==> src/pkg/timer16_regs.svh <==
`ifndef TIMER16_REGS_SVH
`define TIMER16_REGS_SVH

// -----------------------------------------------------------------------
// Register byte offsets on the APB window.
// -----------------------------------------------------------------------
`define CFG_OFF 8'h00
`define MODE_OFF 8'h04
`define CTRL_OFF 8'h08
`define ILR_OFF 8'h0C
`define MATCH_OFF 8'h10
`define PRE_OFF 8'h14
`define VALUE_OFF 8'h18
`define MASK_OFF 8'h1C
`define RAW_OFF 8'h20
`define MIS_OFF 8'h24
`define CLR_OFF 8'h28

// -----------------------------------------------------------------------
// Field codes and reset values.
// -----------------------------------------------------------------------
`define CFG_16BIT 3'h4
`define MODE_ONESHOT 2'h1
`define MODE_PERIODIC 2'h2
`define MODE_CAPTURE 2'h3
`define EV_RISE 2'h0
`define EV_FALL 2'h1
`define ILR_RST 16'hFFFF
`define CNT_RST 16'hFFFF
`define MATCH_RST 16'hFFFF
`define PRE_RST 8'h00
`define CNT_ZERO 16'h0000
`define PRE_ZERO 8'h00

// -----------------------------------------------------------------------
// Status bit positions shared by mask, raw, masked and clear registers.
// -----------------------------------------------------------------------
`define TO_BIT 0
`define MATCH_BIT 1
`define EDGE_BIT 2

`endif

==> src/pkg/timer16_pkg.sv <==
package timer16_pkg;

  // ---------------------------------------------------------------------
  // Mode register layout, bit 0 upward: mode field, capture, alternate.
  // ---------------------------------------------------------------------
  typedef struct packed {
    logic alternate_mode_bit;
    logic capture_mode_bit;
    logic [1:0] timer_mode_field;
  } mode_bits_t;

  // Control register layout, bit 5 downward.
  typedef struct packed {
    logic pwm_level_invert;
    logic output_trigger_enable;
    logic [1:0] event_sel;
    logic stall_control_bit;
    logic enable;
  } ctrl_bits_t;

  // Decoded operating function of the half.
  typedef enum logic [2:0] {
    OP_IDLE,
    OP_TIMER,
    OP_ECOUNT,
    OP_ETIME,
    OP_PWM
  } op_t;

endpackage : timer16_pkg

==> src/rtl/timer16_capture_pwm.sv <==
// The APB interface to the registers and the register addresses were decided locally.
`timescale 1ns/1ps
`include "timer16_regs.svh"
// What this block does
// - Value 0x4 in config selects 16-bit mode.
// - Mode field: 1 one-shot, 2 periodic, 3 capture.
// - Reset: counter, load FFFF; prescale 00.
// - Timer modes count down, prescaler extends range.
// - At zero, reload load and prescale next cycle.
// - One-shot stops and clears enable; periodic continues.
// - Zero sets raw timeout flag until cleared.
// - Unmasked timeout sets masked flag and interrupt.
// - Timeout pulses trigger only when trigger enabled.
// - New load value enters counter next cycle.
// - Stall bit plus stall request freezes counter.
// - Prescale N gives N+1 clocks per count.
// - No prescaler in capture or PWM modes.
// - Capture bit 0 is edge count; event selects edges.
// - Edges decrement; at match flag, reload, disable.
// - After match, edges ignored until re-enabled.
// - Capture bit 1: free-running time capture, one edge type.
// - Selected edge copies counter, sets edge flag.
// - Time capture keeps counting, reloads at zero.
// - Captured value held until next selected edge.
// - PWM needs alternate 1, capture 0, mode 2.
// - PWM reloads after zero, raises no flags.
// - PWM high at load value, low at match.
module timer16_capture_pwm (
  input wire logic clk_i,
  input wire logic rst_i,
  input wire logic psel_i,
  input wire logic penable_i,
  input wire logic pwrite_i,
  input wire logic [7:0] paddr_i,
  input wire logic [31:0] pwdata_i,
  input wire logic ccp_i,
  input wire logic stall_req_i,
  output logic [31:0] prdata_o,
  output logic pready_o,
  output logic pslverr_o,
  output logic irq_o,
  output logic trigger_o,
  output logic ccp_o,
  output logic ccp_oe_n_o
);

  // -----------------------------------------------------------------------
  // State.
  // -----------------------------------------------------------------------
  logic [2:0] cfg;
  timer16_pkg::mode_bits_t mode_r;
  timer16_pkg::ctrl_bits_t ctrl;
  logic [15:0] interval_load_value;
  logic [15:0] match_value;
  logic [7:0] prescale_value;
  logic [15:0] counter;
  logic [7:0] pre_cnt;
  logic [15:0] capture;
  logic [2:0] mask;
  logic [2:0] raw;
  logic load_pend;
  logic sync1, sync2, sync3;
  logic pwm_lvl;
  timer16_pkg::op_t op;
  logic access, wr, frozen, rise, fall, sel_edge, capture_sel;
  logic timeout_evt, match_evt, cap_evt;
  logic [15:0] next_counter;
  logic [7:0] next_pre;
  logic [2:0] next_raw;
  logic next_lvl;

  // Address compare used by every register write; the read mux decodes paddr_i in a case.
  function automatic logic hit(input logic [7:0] a, input logic [7:0] off);
    hit = (a == off);
  endfunction : hit

  // Down-count with reload at zero, shared by time capture and PWM.
  function automatic logic [15:0] wrap_dec(input logic [15:0] c, input logic [15:0] ld);
    wrap_dec = (c == `CNT_ZERO) ? ld : c - 16'h0001;
  endfunction : wrap_dec

  // -----------------------------------------------------------------------
  // Bus qualifiers: a transfer completes at the edge where pready is high.
  // -----------------------------------------------------------------------
  assign access = psel_i & penable_i & pready_o;
  assign wr = access & pwrite_i;

  // Decode the operating function; nothing runs outside 16-bit mode.
  always_comb begin
    op = timer16_pkg::OP_IDLE;
    if (cfg == `CFG_16BIT && ctrl.enable) begin
      if (mode_r.alternate_mode_bit) begin
        if (!mode_r.capture_mode_bit &&
            mode_r.timer_mode_field == `MODE_PERIODIC) begin
          op = timer16_pkg::OP_PWM;
        end
      end else begin
        case (mode_r.timer_mode_field)
          `MODE_ONESHOT, `MODE_PERIODIC: op = timer16_pkg::OP_TIMER;
          `MODE_CAPTURE: op = mode_r.capture_mode_bit ?
              timer16_pkg::OP_ETIME : timer16_pkg::OP_ECOUNT;
          default: op = timer16_pkg::OP_IDLE;
        endcase
      end
    end
  end

  // -----------------------------------------------------------------------
  // Input synchroniser and edge detection.
  // -----------------------------------------------------------------------
  // Edges are only seen on the second and third stages, so an input that
  // holds each level two clocks is never missed.
  always_ff @(posedge clk_i or posedge rst_i) begin
    if (rst_i) begin
      sync1 <= 1'b0;
      sync2 <= 1'b0;
      sync3 <= 1'b0;
    end else begin
      sync1 <= ccp_i;
      sync2 <= sync1;
      sync3 <= sync2;
    end
  end

  assign rise = sync2 & ~sync3;
  assign fall = ~sync2 & sync3;
  assign frozen = ctrl.stall_control_bit & stall_req_i;

  // Time capture never takes both edges; a both-edge code means rising.
  always_comb begin
    sel_edge = rise | fall;
    if (op == timer16_pkg::OP_ETIME) begin
      sel_edge = (ctrl.event_sel == `EV_FALL) ? fall : rise;
    end else if (ctrl.event_sel == `EV_RISE) begin
      sel_edge = rise;
    end else if (ctrl.event_sel == `EV_FALL) begin
      sel_edge = fall;
    end
  end

  // -----------------------------------------------------------------------
  // Counter datapath and event generation.
  // -----------------------------------------------------------------------
  // Prescale sits below the counter as one 24-bit chain: (load+1)*(N+1) clocks.
  always_comb begin
    next_counter = counter;
    next_pre = pre_cnt;
    timeout_evt = 1'b0;
    match_evt = 1'b0;
    cap_evt = 1'b0;
    if (load_pend) begin
      next_counter = interval_load_value;
      next_pre = prescale_value;
    end else if (!frozen) begin
      case (op)
        timer16_pkg::OP_TIMER: begin
          if (pre_cnt != `PRE_ZERO) begin
            next_pre = pre_cnt - 8'h01;
          end else if (counter == `CNT_ZERO) begin
            next_counter = interval_load_value;
            next_pre = prescale_value;
            timeout_evt = 1'b1;
          end else begin
            next_counter = counter - 16'h0001;
            next_pre = prescale_value;
          end
        end
        timer16_pkg::OP_ECOUNT: begin
          if (counter == match_value) begin
            match_evt = 1'b1;
            next_counter = interval_load_value;
          end else if (sel_edge) begin
            next_counter = counter - 16'h0001;
          end
        end
        timer16_pkg::OP_ETIME: begin
          cap_evt = sel_edge;
          next_counter = wrap_dec(counter, interval_load_value);
        end
        timer16_pkg::OP_PWM: next_counter = wrap_dec(counter, interval_load_value);
        default: next_counter = counter;
      endcase
    end
  end

  // Counter and prescale stage.
  always_ff @(posedge clk_i or posedge rst_i) begin
    if (rst_i) begin
      counter <= `CNT_RST;
      pre_cnt <= `PRE_RST;
    end else begin
      counter <= next_counter;
      pre_cnt <= next_pre;
    end
  end

  // Captured edge time stays put until the next selected edge.
  always_ff @(posedge clk_i or posedge rst_i) begin
    if (rst_i) begin
      capture <= `CNT_RST;
    end else if (cap_evt) begin
      capture <= counter;
    end
  end

  // A load value write is applied one cycle later, even when idle, so
  // software can preload the start value before setting enable.
  always_ff @(posedge clk_i or posedge rst_i) begin
    if (rst_i) begin
      load_pend <= 1'b0;
    end else begin
      load_pend <= wr & hit(paddr_i, `ILR_OFF);
    end
  end

  // -----------------------------------------------------------------------
  // Software registers.
  // -----------------------------------------------------------------------
  always_ff @(posedge clk_i or posedge rst_i) begin
    if (rst_i) begin
      cfg <= 3'h0;
      mode_r <= '0;
      interval_load_value <= `ILR_RST;
      match_value <= `MATCH_RST;
      prescale_value <= `PRE_RST;
      mask <= 3'h0;
    end else if (wr) begin
      if (hit(paddr_i, `CFG_OFF)) cfg <= pwdata_i[2:0];
      if (hit(paddr_i, `MODE_OFF)) mode_r <= pwdata_i[3:0];
      if (hit(paddr_i, `ILR_OFF)) interval_load_value <= pwdata_i[15:0];
      if (hit(paddr_i, `MATCH_OFF)) match_value <= pwdata_i[15:0];
      if (hit(paddr_i, `PRE_OFF)) prescale_value <= pwdata_i[7:0];
      if (hit(paddr_i, `MASK_OFF)) mask <= pwdata_i[2:0];
    end
  end

  // Hardware clears enable at a one-shot timeout or an edge count match;
  // a software write in the same cycle takes precedence.
  always_ff @(posedge clk_i or posedge rst_i) begin
    if (rst_i) begin
      ctrl <= '0;
    end else if (wr && hit(paddr_i, `CTRL_OFF)) begin
      ctrl <= pwdata_i[5:0];
    end else if (match_evt ||
                 (timeout_evt && mode_r.timer_mode_field == `MODE_ONESHOT)) begin
      ctrl.enable <= 1'b0;
    end
  end

  // -----------------------------------------------------------------------
  // Status flags, interrupt and trigger.
  // -----------------------------------------------------------------------
  // Set beats clear so an event landing on the clear write is kept.
  always_comb begin
    next_raw = raw;
    if (wr && hit(paddr_i, `CLR_OFF)) begin
      next_raw = raw & ~pwdata_i[2:0];
    end
    next_raw[`TO_BIT] = next_raw[`TO_BIT] | timeout_evt;
    next_raw[`MATCH_BIT] = next_raw[`MATCH_BIT] | match_evt;
    next_raw[`EDGE_BIT] = next_raw[`EDGE_BIT] | cap_evt;
  end

  always_ff @(posedge clk_i or posedge rst_i) begin
    if (rst_i) begin
      raw <= 3'h0;
      irq_o <= 1'b0;
      trigger_o <= 1'b0;
    end else begin
      raw <= next_raw;
      irq_o <= |(next_raw & mask);
      trigger_o <= timeout_evt & ctrl.output_trigger_enable;
    end
  end

  // -----------------------------------------------------------------------
  // PWM output on the capture/compare pin.
  // -----------------------------------------------------------------------
  always_comb begin
    next_lvl = 1'b0;
    if (op == timer16_pkg::OP_PWM) begin
      next_lvl = pwm_lvl;
      if (counter == interval_load_value) begin
        next_lvl = 1'b1;
      end else if (counter == match_value) begin
        next_lvl = 1'b0;
      end
    end
  end

  // The pin is driven only while PWM runs; otherwise it is an input.
  always_ff @(posedge clk_i or posedge rst_i) begin
    if (rst_i) begin
      pwm_lvl <= 1'b0;
      ccp_o <= 1'b0;
      ccp_oe_n_o <= 1'b1;
    end else begin
      pwm_lvl <= next_lvl;
      ccp_o <= next_lvl ^ ctrl.pwm_level_invert;
      ccp_oe_n_o <= (op != timer16_pkg::OP_PWM);
    end
  end

  // -----------------------------------------------------------------------
  // APB slave: one wait state, then data and pready together.
  // -----------------------------------------------------------------------
  assign capture_sel = mode_r.capture_mode_bit && mode_r.timer_mode_field == `MODE_CAPTURE;

  always_ff @(posedge clk_i or posedge rst_i) begin
    if (rst_i) begin
      pready_o <= 1'b0;
      pslverr_o <= 1'b0;
      prdata_o <= 32'h00000000;
    end else begin
      pready_o <= psel_i & penable_i & ~pready_o;
      pslverr_o <= 1'b0;
      prdata_o <= 32'h00000000;
      if (psel_i && penable_i && !pready_o) begin
        case (paddr_i)
          `CFG_OFF: prdata_o <= {29'h0, cfg};
          `MODE_OFF: prdata_o <= {28'h0, mode_r};
          `CTRL_OFF: prdata_o <= {26'h0, ctrl};
          `ILR_OFF: prdata_o <= {16'h0, interval_load_value};
          `MATCH_OFF: prdata_o <= {16'h0, match_value};
          `PRE_OFF: prdata_o <= {24'h0, prescale_value};
          `VALUE_OFF: prdata_o <= {16'h0, capture_sel ? capture : counter};
          `MASK_OFF: prdata_o <= {29'h0, mask};
          `RAW_OFF: prdata_o <= {29'h0, raw};
          `MIS_OFF: prdata_o <= {29'h0, raw & mask};
          `CLR_OFF: prdata_o <= 32'h00000000;
          default: pslverr_o <= 1'b1;
        endcase
      end
    end
  end
endmodule : timer16_capture_pwm

==> config.mk <==
export PLATFORM = sky130hd
export DESIGN_NAME = timer16_capture_pwm
export DESIGN_NICKNAME = d
export VERILOG_FILES = /design/src/pkg/timer16_pkg.sv /design/src/rtl/timer16_capture_pwm.sv
export VERILOG_INCLUDE_DIRS = /design/src /design/src/pkg
export SDC_FILE = /design/constraint.sdc
export NUM_CORES = 1
export LEC_CHECK = 0
export ABC_AREA = 0
export BUFFER_PORTS_ARGS = -buffer_cell sky130_fd_sc_hd__buf_4
export CAP_MARGIN = 10
export CORE_AREA = 2 2 129 131
export CTS_CLUSTER_SIZE = 16
export DETAILED_ROUTE_END_ITERATION = 8
export DIE_AREA = 0 0 131 133
export GPL_ROUTABILITY_DRIVEN = 1
export PLACE_DENSITY_LB_ADDON = 0.15
export SYNTH_ARGS = -nofsm -noshare
export SYNTH_HDL_FRONTEND = slang
export SYNTH_SLANG_ARGS = --single-unit
==> constraint.sdc <==
create_clock -name clk_i -period 6.2 [get_ports clk_i]
set_input_delay 0.62 -clock clk_i [delete_from_list [all_inputs] [get_ports clk_i]]
set_output_delay 0.62 -clock clk_i [all_outputs]
set_load 0.01 [all_outputs]
**Word level (Yosys, flattened, before mapping)**

Cells that the tools add are included.
Widths: inputs -> output; s select.

- Output and inout port bits: 38
- Bits of input ports: 47
- Logic and storage cells: 150
- Register bits: 142

- Muxes and demuxes: 43
- Equality and inequality tests: 25
- Add/subtract/negate cells: 2
- Bitwise operators: 21
- Reductions and logical operators: 30

Operator list:

| cell | number |
|---|---|
| $pmux 16 s10 | 1 |
| $mux 16 | 8 |
| $pmux 16 s3 | 1 |
| $eq 16x16->1 | 2 |
| $eq 8x5->1 const B | 4 |
| $mux 8 | 4 |
| $eq 8x6->1 const B | 3 |
| $mux 1 | 24 |
| $eq 8x4->1 const B | 2 |
| $logic_not 16->1 | 1 |
| $sub 16x1->16 const B | 1 |
| $reduce_and 2->1 | 7 |
| $mux 3 | 4 |
| $reduce_or 11->1 | 1 |
| $and 1x1->1 | 9 |
| $and 3x3->3 | 3 |
| $eq 8x3->1 const B | 1 |
| $logic_and 1x1->1 | 8 |
| $logic_not 8->1 | 1 |
| $reduce_bool 8->1 | 1 |
| $sub 8x1->8 const B | 1 |
| $eq 3x2->1 const B | 2 |
| $eq 3x3->1 const B | 2 |
| $ne 3x3->1 const B | 2 |
| other kinds (18) | 28 |

**Logic depth before layout (Yosys ltp)**

Gate-level depths: netlist of the first run.

- Depth in word-level cells: 13
- Depth in mapped cells: 11
- Depth with buffers taken out: 9

**Worst setup path after synthesis of the first run**

Ideal clock, no wire load.

- Path type: register -> register
- Start: reg counter[0]
- End: reg counter[10]
- Slack: 3.729 ns
- Required time: 6.125 ns
- Buffers on the path: 2
- Cell stages (with the launch flop): 12
- Arrival time: 2.396 ns
- Setup time: 0.075 ns
- Path through: dfstp_2 > clkbuf_1 > inv_1 > ha_1 > nor4b_1 > nand4_1 > nand2b_1 > o21ai_0 > clkbuf_1 > or3_1 > a21oi_1 > a2bb2oi_1

- Longest elaborated chain between the ends: 6
- Elaborated cells between the ends (all ways): 12
- Classes of those cells: 1 x add/sub; 2 x eq/ne; 7 x mux; 2 x reduce/logical

RTL lines:

| element | line | source |
|---|---|---|
| from (decl) | timer16_capture_pwm.sv:56 | `logic [15:0] counter;` |
| from (signal assigned) | timer16_capture_pwm.sv:189 | `` counter <= `CNT_RST; `` |
| from (signal assigned) | timer16_capture_pwm.sv:192 | `counter <= next_counter;` |
| $sub 16x1->16 or $logic_not 16->1 (tied branches) | -- |  |
| $mux 16 (on tied branches) | timer16_capture_pwm.sv:172, timer16_capture_pwm.sv:79, timer16_capture_pwm.sv:159 |  |
| $mux 16 (on tied branches) | timer16_capture_pwm.sv:169, timer16_capture_pwm.sv:157 |  |
| $pmux 16 s3 | timer16_capture_pwm.sv:155 | `case (op)` |
| $mux 16 | timer16_capture_pwm.sv:154 | `end else if (!frozen) begin` |
| $mux 16 | timer16_capture_pwm.sv:151 | `if (load_pend) begin` |

Parallel ways exist; a longest one is shown, timed or not. The select of a mux whose other input is x is not followed.
A chain may end at the register's enable or synchronous reset.

**Worst setup path after layout of the first run**

- Start: reg mode_r[1] in the netlist's numbering
- End: reg counter[7]

- Longest elaborated chain between the ends: 10
- Elaborated cells between the ends (all ways): 22
- Classes of those cells: 9 x eq/ne; 8 x mux; 5 x reduce/logical

RTL lines:

| element | line | source |
|---|---|---|
| from (decl) | timer16_capture_pwm.sv:51 | `timer16_pkg::mode_bits_t mode_r;` |
| from (signal assigned) | timer16_capture_pwm.sv:229 | `` if (hit(paddr_i, `MODE_OFF)) mode_r <= pwdata_i[3:0]; `` |
| $eq 2x2->1 or $eq 2x1->1 (tied branches) | timer16_capture_pwm.sv:98 | `case (mode_r.timer_mode_field)` |
| $reduce_or 2->1 or $logic_and 1x1->1 (tied branches) | -- |  |
| $pmux 2 s2 or $mux 3 (tied branches) | timer16_capture_pwm.sv:98, timer16_capture_pwm.sv:93 |  |
| $mux 3 (*) | timer16_capture_pwm.sv:92 | `if (mode_r.alternate_mode_bit) begin` |
| $mux 3 (*) | timer16_capture_pwm.sv:91 | `` if (cfg == `CFG_16BIT && ctrl.enable) begin `` |
| $eq 3x2->1 or $eq 3x3->1 (tied branches) | timer16_capture_pwm.sv:132, timer16_capture_pwm.sv:155 |  |
| $reduce_or 2->1 (no line) | -- |  |
| $pmux 16 s3 | timer16_capture_pwm.sv:155 |  |
| $mux 16 | timer16_capture_pwm.sv:154 |  |
| $mux 16 | timer16_capture_pwm.sv:151 |  |

Mark *: on every way between the ends. The rest lies on a longest branch, timed or not. The select of a mux whose other input is x is not followed.

==> results of run 1 <==
-- placed cells by master, fill, tap and decap left out, types with 4 or more instances in the layout --
master and count:
a22oi_1 6, nor3_1 12, xnor2_1 16, xor2_1 17, nor4_1 12, or3_1 5
a31oi_1 5, and3_1 4, a221oi_1 5, a21oi_1 21, nand2b_1 6, buf_4 58
nand3_1 7, o21a_1 9, nand4_1 7, or4_1 4, a222oi_1 15, o21ai_0 25
clkinvlp_4 4, mux2i_1 6, o22a_1 22, and2_1 5, ha_1 10, clkinv_2 4
inv_1 13, clkbuf_16 17, nand3b_1 4, nor2_1 37, dfrtp_1 61, dfstp_2 65
mux2_2 78, a21o_1 6, conb_1 16, nand2_1 41
-- cells by family after synthesis --
logic type	after synthesis
other	1
AND/OR/NAND/NOR	164
AO/OA/AOI/OAI	129
adder cells (fa/ha/maj)	10
flip-flops	126
XOR/XNOR	33
multiplexers	87
buffers and inverters	71
-- power breakdown --
part           switching, mW  total (mW)  internal, mW
Combinational         0.0407      0.0629        0.0222
Clock                  0.364        1.02         0.657
Sequential           0.00456       0.835         0.830
Total                  0.409        1.92          1.51
-- stage by stage --
| stage | hold slack [ps] | cells | utilization [%] | total power, mW |
|---|---|---|---|---|
| after CTS | 286 | 888 | 48.9 | 1.94 |
| after global placement | 339 | 857 | 45.1 | 0.911 |
| after detailed placement | 348 | 857 | 45.1 | 0.912 |
| after global routing | 290 | 888 | 48.9 | 1.97 |
| after floorplan | 331 | 636 | - | 0.885 |
| final | 297 | 888 | 48.9 | 1.92 |
-- cell type report --
type | count | area, um2 | area share, %
Clock inverter | 11 | 140 | 1.77
Clock buffer | 20 | 467 | 5.90
Inverter | 14 | 55.1 | 0.696
Sequential cell | 126 | 3230 | 40.9
Tap cell | 220 | 275 | 3.48
Multi-Input combinational cell | 439 | 3300 | 41.7
Timing Repair Buffer | 58 | 435 | 5.51
-- registers in the layout, summed over array words and instances (netlist names), 3 cells and up --
| name | flops |
|---|---|
| capture | 16 |
| counter | 16 |
| interval_load_value | 16 |
| match_value | 16 |
| prdata_o | 16 |
| pre_cnt | 8 |
| prescale_value | 8 |
| ctrl | 6 |
| mode_r | 4 |
| cfg | 3 |
| mask | 3 |
| raw | 3 |
-- critical path: cells and delay by family (launching register included) --
kind                     cells  cell delay (ps)
AO/OA/AOI/OAI                4             1120
AND/OR/NAND/NOR              3              810
flip-flops                   1              430
adder cells (fa/ha/maj)      1              340
buffers and inverters        1              240
-- metal layers --
metal / wire, um / track usage (%) / share of wire (%) / vias up
met5: 0 / 0 / 0 / -
met4: 320 / 7.62 / 1.9 / 0
met3: 825 / 4.45 / 4.8 / 27
met2: 8210 / 32.4 / 48 / 147
met1: 7820 / 28.7 / 46 / 2531
li1: - / - / - / 2313
-- how the worst min path moves through the flow --
stage,startpoint,endpoint,depth (start not counted)
6_report,ccp_i,sync1,1
5_1_grt,ccp_i,sync1,1
4_1_cts,ccp_i,sync1,1
3_5_place_dp,sync1,sync2,0
3_3_place_gp,sync1,sync2,0
2_1_floorplan,sync1,sync2,0
==> run metrics, run 1 <==
nature of the critical path startpoint=flop; final net count=about 710; Setup TNS=0 ps; Cell Pwr Density=roughly 240 nW/um2; Post-Synth Adder-Cell Area=approximately 1.8%; maximum vdd drop=around 210 uV; Die ar.=around 17000 um2; commonest cells in the netlist=78 x mux2_2, 65 x dfstp_2, 61 x dfrtp_1; CP Launch Point=mode_r[1]; Gate Count Post-Synth=about 620; flop-to-flop setup slack=about 3100 ps; Initial Util=a little over two fifths; main area contributors after synthesis=dfstp_2 25%, dfrtp_1 22%, mux2_2 13%; fmax=326 MHz; vias in the first global route=approximately 5000; worst path required time=6520 ps; Synth Area in Simple Gates=around an eighth; Worst path max stage delay=~670 ps; post-synth top area share=between 20 and 30%; CTS tree=done; Finish-stage setup viols=0; Avg Inst Size Synth=11.0 um2; num rows=47; Area growth syn-to-layout=16.3%; Final Slew Violations=0; GRT Overall Usage=about a fifth; core footprint=about 16000 um2; chip width=~130 um; Crit Path Category=flop to flop; synthesized area=about 6800 um2; CTS Buffer Depth=2; Post-synth ARST share=between 90% and 100%; Vias=between 5000 and 6000; yosys warns=0; clock sinks=approximately 130; WL/cell=19.3 um; TritonCTS buffer count=17; capturing point of the worst reg2reg path=counter[7]; R2R Path Start=mode_r[1]; Finished Cell Area=7910 um2; clk_lat worst skew=roughly 430 ps; Post-Place Setup Slack=3160 ps; Worst-Margin Slew=982 ps; global route overflow=0; Buffers on Ports=between 50 and 60; most common cell in the synthesized netlist=mux2_2; DRT Pass-1 Iters=6; Critical Path AT=between 3000 and 4000 ps; Residual DRC=0; worst min-delay path class=input pin to flop; Synth Register Bits=126; Antenna Cells=0; initial antenna violation count=0; Root Buffer=clkbuf_16; Setup WS post-layout=about 3100 ps; most used cell, CP=nand2b_1; GP Congestion=approximately 0.85; area leader, netlist=dfstp_2; Hold Fails Final Rpt=0; Compound-Gate Fraction of Synth Area=between 10 and 15%; main combinational cell family by area after synthesis=multiplexers; Slew HR=between 30% and 40%; sequential-to-total area share from yosys stat=a little under half; area post-placement=7290 um2; HPWL Detailed=about 12000 um; CP endpoint=counter[7]; routed wire length=~17000 um; fin crit share=roughly 49%; post-cts resize count=0; status=completed; maxcap violations=0; vias per inst=5.65; CTS Hold Bufs=0; Synth Area in XOR/XNOR=under 10%; CP Capture Type=flop; minimum clock period=between 3000 and 4000 ps; number of synthesized flops with an enable pin=0; H-tree depth=4; CP max FO=20; Reg2Reg Depth=9; Worst-path clk slew=60 ps; first-pass GRT wire length=~27000 um; clk_skew=about 7.6 ps; I/O Pins=between 80 and 90; Lkg Pwr=between 3 and 4 nW; DR iter-0 viols=approximately 400; Netlist cell types=61; cells along the critical path=ha_1 > nand2b_1 > or4_1 > o211ai_1 > a311oi_2 > buf_4 > a21oi_2 > nand2b_1 > o311ai_0; share of layout cells above drive strength 1=between 30% and 40%; post-synthesis mux area share=roughly 14%; CP max stage cell=a21oi_2; Filler cells=1512; die span in y=roughly 130 um; RSZ-0062 raised after global routing=no; primary flip-flop cell chosen by synthesis mapping=dfstp_2; Routed Antenna Nets=0; post-CTS setup buffers=0; largest net degree at the start of global routing=between 70 and 80
Note: power is estimated with default switching activity, not from simulation.
==> run 2, diff against run 1 <==
==> constraint.sdc (replaced) <==
create_clock -name clk_i -period 3.2 [get_ports clk_i]
set_input_delay 0.32 -clock clk_i [delete_from_list [all_inputs] [get_ports clk_i]]
set_output_delay 0.32 -clock clk_i [all_outputs]
set_load 0.01 [all_outputs]
==> run metrics, run 2 (synthesis gave the netlist of run 1 again) <==
status=completed (unchanged); vias per inst=5.65 (about the same); global route overflow=0 (unchanged); Routed Antenna Nets=0 (unchanged); clock sinks=126 (unchanged); most common cell after layout, fill and taps aside=mux2_2 (unchanged); HPWL Detailed=12400 um (was 11800 um); Hold Fails Final Rpt=0 (unchanged); Initial Util=42.1% (unchanged); worst min-delay path class=input pin to flop (unchanged); switching power total=0.793 mW (was 0.409 mW); Root Buffer=clkbuf_16 (unchanged); Finish-stage setup viols=0 (unchanged); Seq pwr share=45.1% (was 43.5%); Post-Place Setup Slack=398 ps (was 3160 ps); DR iter-0 viols=455 (was 405); CP max FO=20 (unchanged); Finished Core Util=49.4% (was 48.9%); chip width=131 um (unchanged); post-cts resize count=0 (unchanged); I/O Pins=85 (unchanged); Setup TNS=0 ps (unchanged); maximum vdd drop=350 uV (was 210 uV); Setup WS post-layout=374 ps (was 3130 ps); Critical Path AT=3160 ps (was 3390 ps); Buffers on Ports=52 (unchanged); Area growth syn-to-layout=17.5% (was 16.3%); Worst-Margin Slew=892 ps (was 982 ps); CTS Buffer Depth=2 (unchanged); fin crit share=88.3% (was 49.4%); Cell Pwr Density=449 nW/um2 (was 243 nW/um2); die span in y=133 um (unchanged); post-CTS setup buffers=0 (unchanged); DRT Pass-1 Iters=5 (was 6); Clock power frac=51.3% (was 53.2%); cell total after placement=869 (was 857); worst path required time=3530 ps (was 6520 ps); fmax=354 MHz (was 326 MHz); core footprint=16200 um2 (unchanged); vias in the first global route=5133 (was 5024); Residual DRC=0 (unchanged); RSZ-0062 raised after global routing=no (unchanged); most frequent cells in the layout=78 x mux2_2, 69 x buf_4, 65 x dfstp_2 (was 78 x mux2_2, 65 x dfstp_2, 61 x dfrtp_1); Worst-path clk slew=60 ps (about the same); GRT Overall Usage=21.7% (was 20.9%); routed wire length=17700 um (was 17200 um); CTS tree=done (unchanged); final net count=727 (was 713); first-pass GRT wire length=28500 um (was 27400 um); GP Congestion=0.867 (was 0.847); Slew HR=40.5% (was 34.6%); Filler cells=1468 (was 1512); nature of the critical path startpoint=flop (unchanged); Crit Path Category=flop to flop (unchanged); Net Sw Frac=22.1% (was 21.3%); P_int=2.79 mW (was 1.51 mW); fin cells=903 (was 888); Antenna Cells=0 (unchanged); CP Capture Type=flop (unchanged); largest net degree at the start of global routing=81 (was 78); clk_lat worst skew=430 ps (about the same); maxcap violations=0 (unchanged); H-tree depth=4 (unchanged); num rows=47 (unchanged); initial antenna violation count=0 (unchanged); share of layout cells above drive strength 1=38.4% (was 37.4%); clk_skew=6.12 ps (was 7.58 ps); Die ar.=17400 um2 (unchanged); WL/cell=19.6 um (was 19.3 um); Vias=5102 (was 5018); CTS Hold Bufs=2 (was 0); minimum clock period=2830 ps (was 3070 ps); TritonCTS buffer count=17 (unchanged); Gate power share=3.6% (was 3.3%); Lkg Pwr=3.46 nW (was 3.41 nW); Final Slew Violations=0 (unchanged)
## run 2: changes by cell type in the layout (fill, tap and decap cells not counted), moves of 2 or more
cell,change
clkinv_2,+2
bufinv_16,-2
buf_4,+11
dlygate4sd3_1,+2
## run 2: final cells by class
class | count | area [um2] | area share (%)
inverters | 14 | 56.3 | 0.705
flip-flops and latches | 126 | 3230 | 40.5
multi-input cells | 439 | 3290 | 41.2
clock buffers | 21 | 480 | 6.01
repair buffers | 72 | 558 | 6.99
well taps | 220 | 275 | 3.45
clock inverters | 11 | 90.1 | 1.13
## run 2: final timing paths
check | slack, ps | end | startpoint | depth (start not counted)
min reg2reg | 360 | sync2 | sync1 | 0
max reg2reg | 370 | counter[7] | mode_r[0] | 10
min | 130 | interval_load_value[15] | pwdata_i[15] | 2
max in group asynchronous | 1870 | capture[2] | rst_i | 4
min in group asynchronous | 510 | pre_cnt[1] | rst_i | 3
max | 370 | counter[7] | mode_r[0] | 10
## run 2: stage by stage
stage / total power [mW] / hold slack [ps] / area [um2]
2_1_floorplan: 1.72 / 331 / 6860
3_3_place_gp: 1.77 / 336 / 7400
3_5_place_dp: 1.77 / 345 / 7400
4_1_cts: 3.62 / 121 / 7990
5_1_grt: 3.71 / 132 / 7990
6_report: 3.59 / 132 / 7990
## run 2: power groups by stage
| stage | combinational [mW] | clock [mW] | sequential [mW] |
|---|---|---|---|
| 2_1_floorplan | 0.0781 | 0 | 1.64 |
| 3_3_place_gp | 0.127 | 0 | 1.64 |
| 3_5_place_dp | 0.130 | 0 | 1.64 |
| 4_1_cts | 0.132 | 1.88 | 1.62 |
| 5_1_grt | 0.147 | 1.95 | 1.62 |
| 6_report | 0.130 | 1.84 | 1.62 |
## run 2: critical path, cell delays in order, from the launching register on
cell and delay [ps]:
dfrtp_1 430, inv_1 90, ha_1 310, o21ba_2 190, or3_1 370, nand2b_1 160, o21ai_1 90, buf_4 210
a21oi_2 590, nand2b_1 180, o311ai_0 110
## run 2: routing by layer
| layer | up-vias | global-route usage [%] | part of all wire (%) |
|---|---|---|---|
| met3 | 41 | 5.22 | 5.0 |
| met4 | 0 | 8.81 | 2.8 |
| met1 | 2577 | 29.6 | 46 |
| li1 | 2342 | - | - |
| met2 | 142 | 33.0 | 47 |
| met5 | - | 0 | 0 |
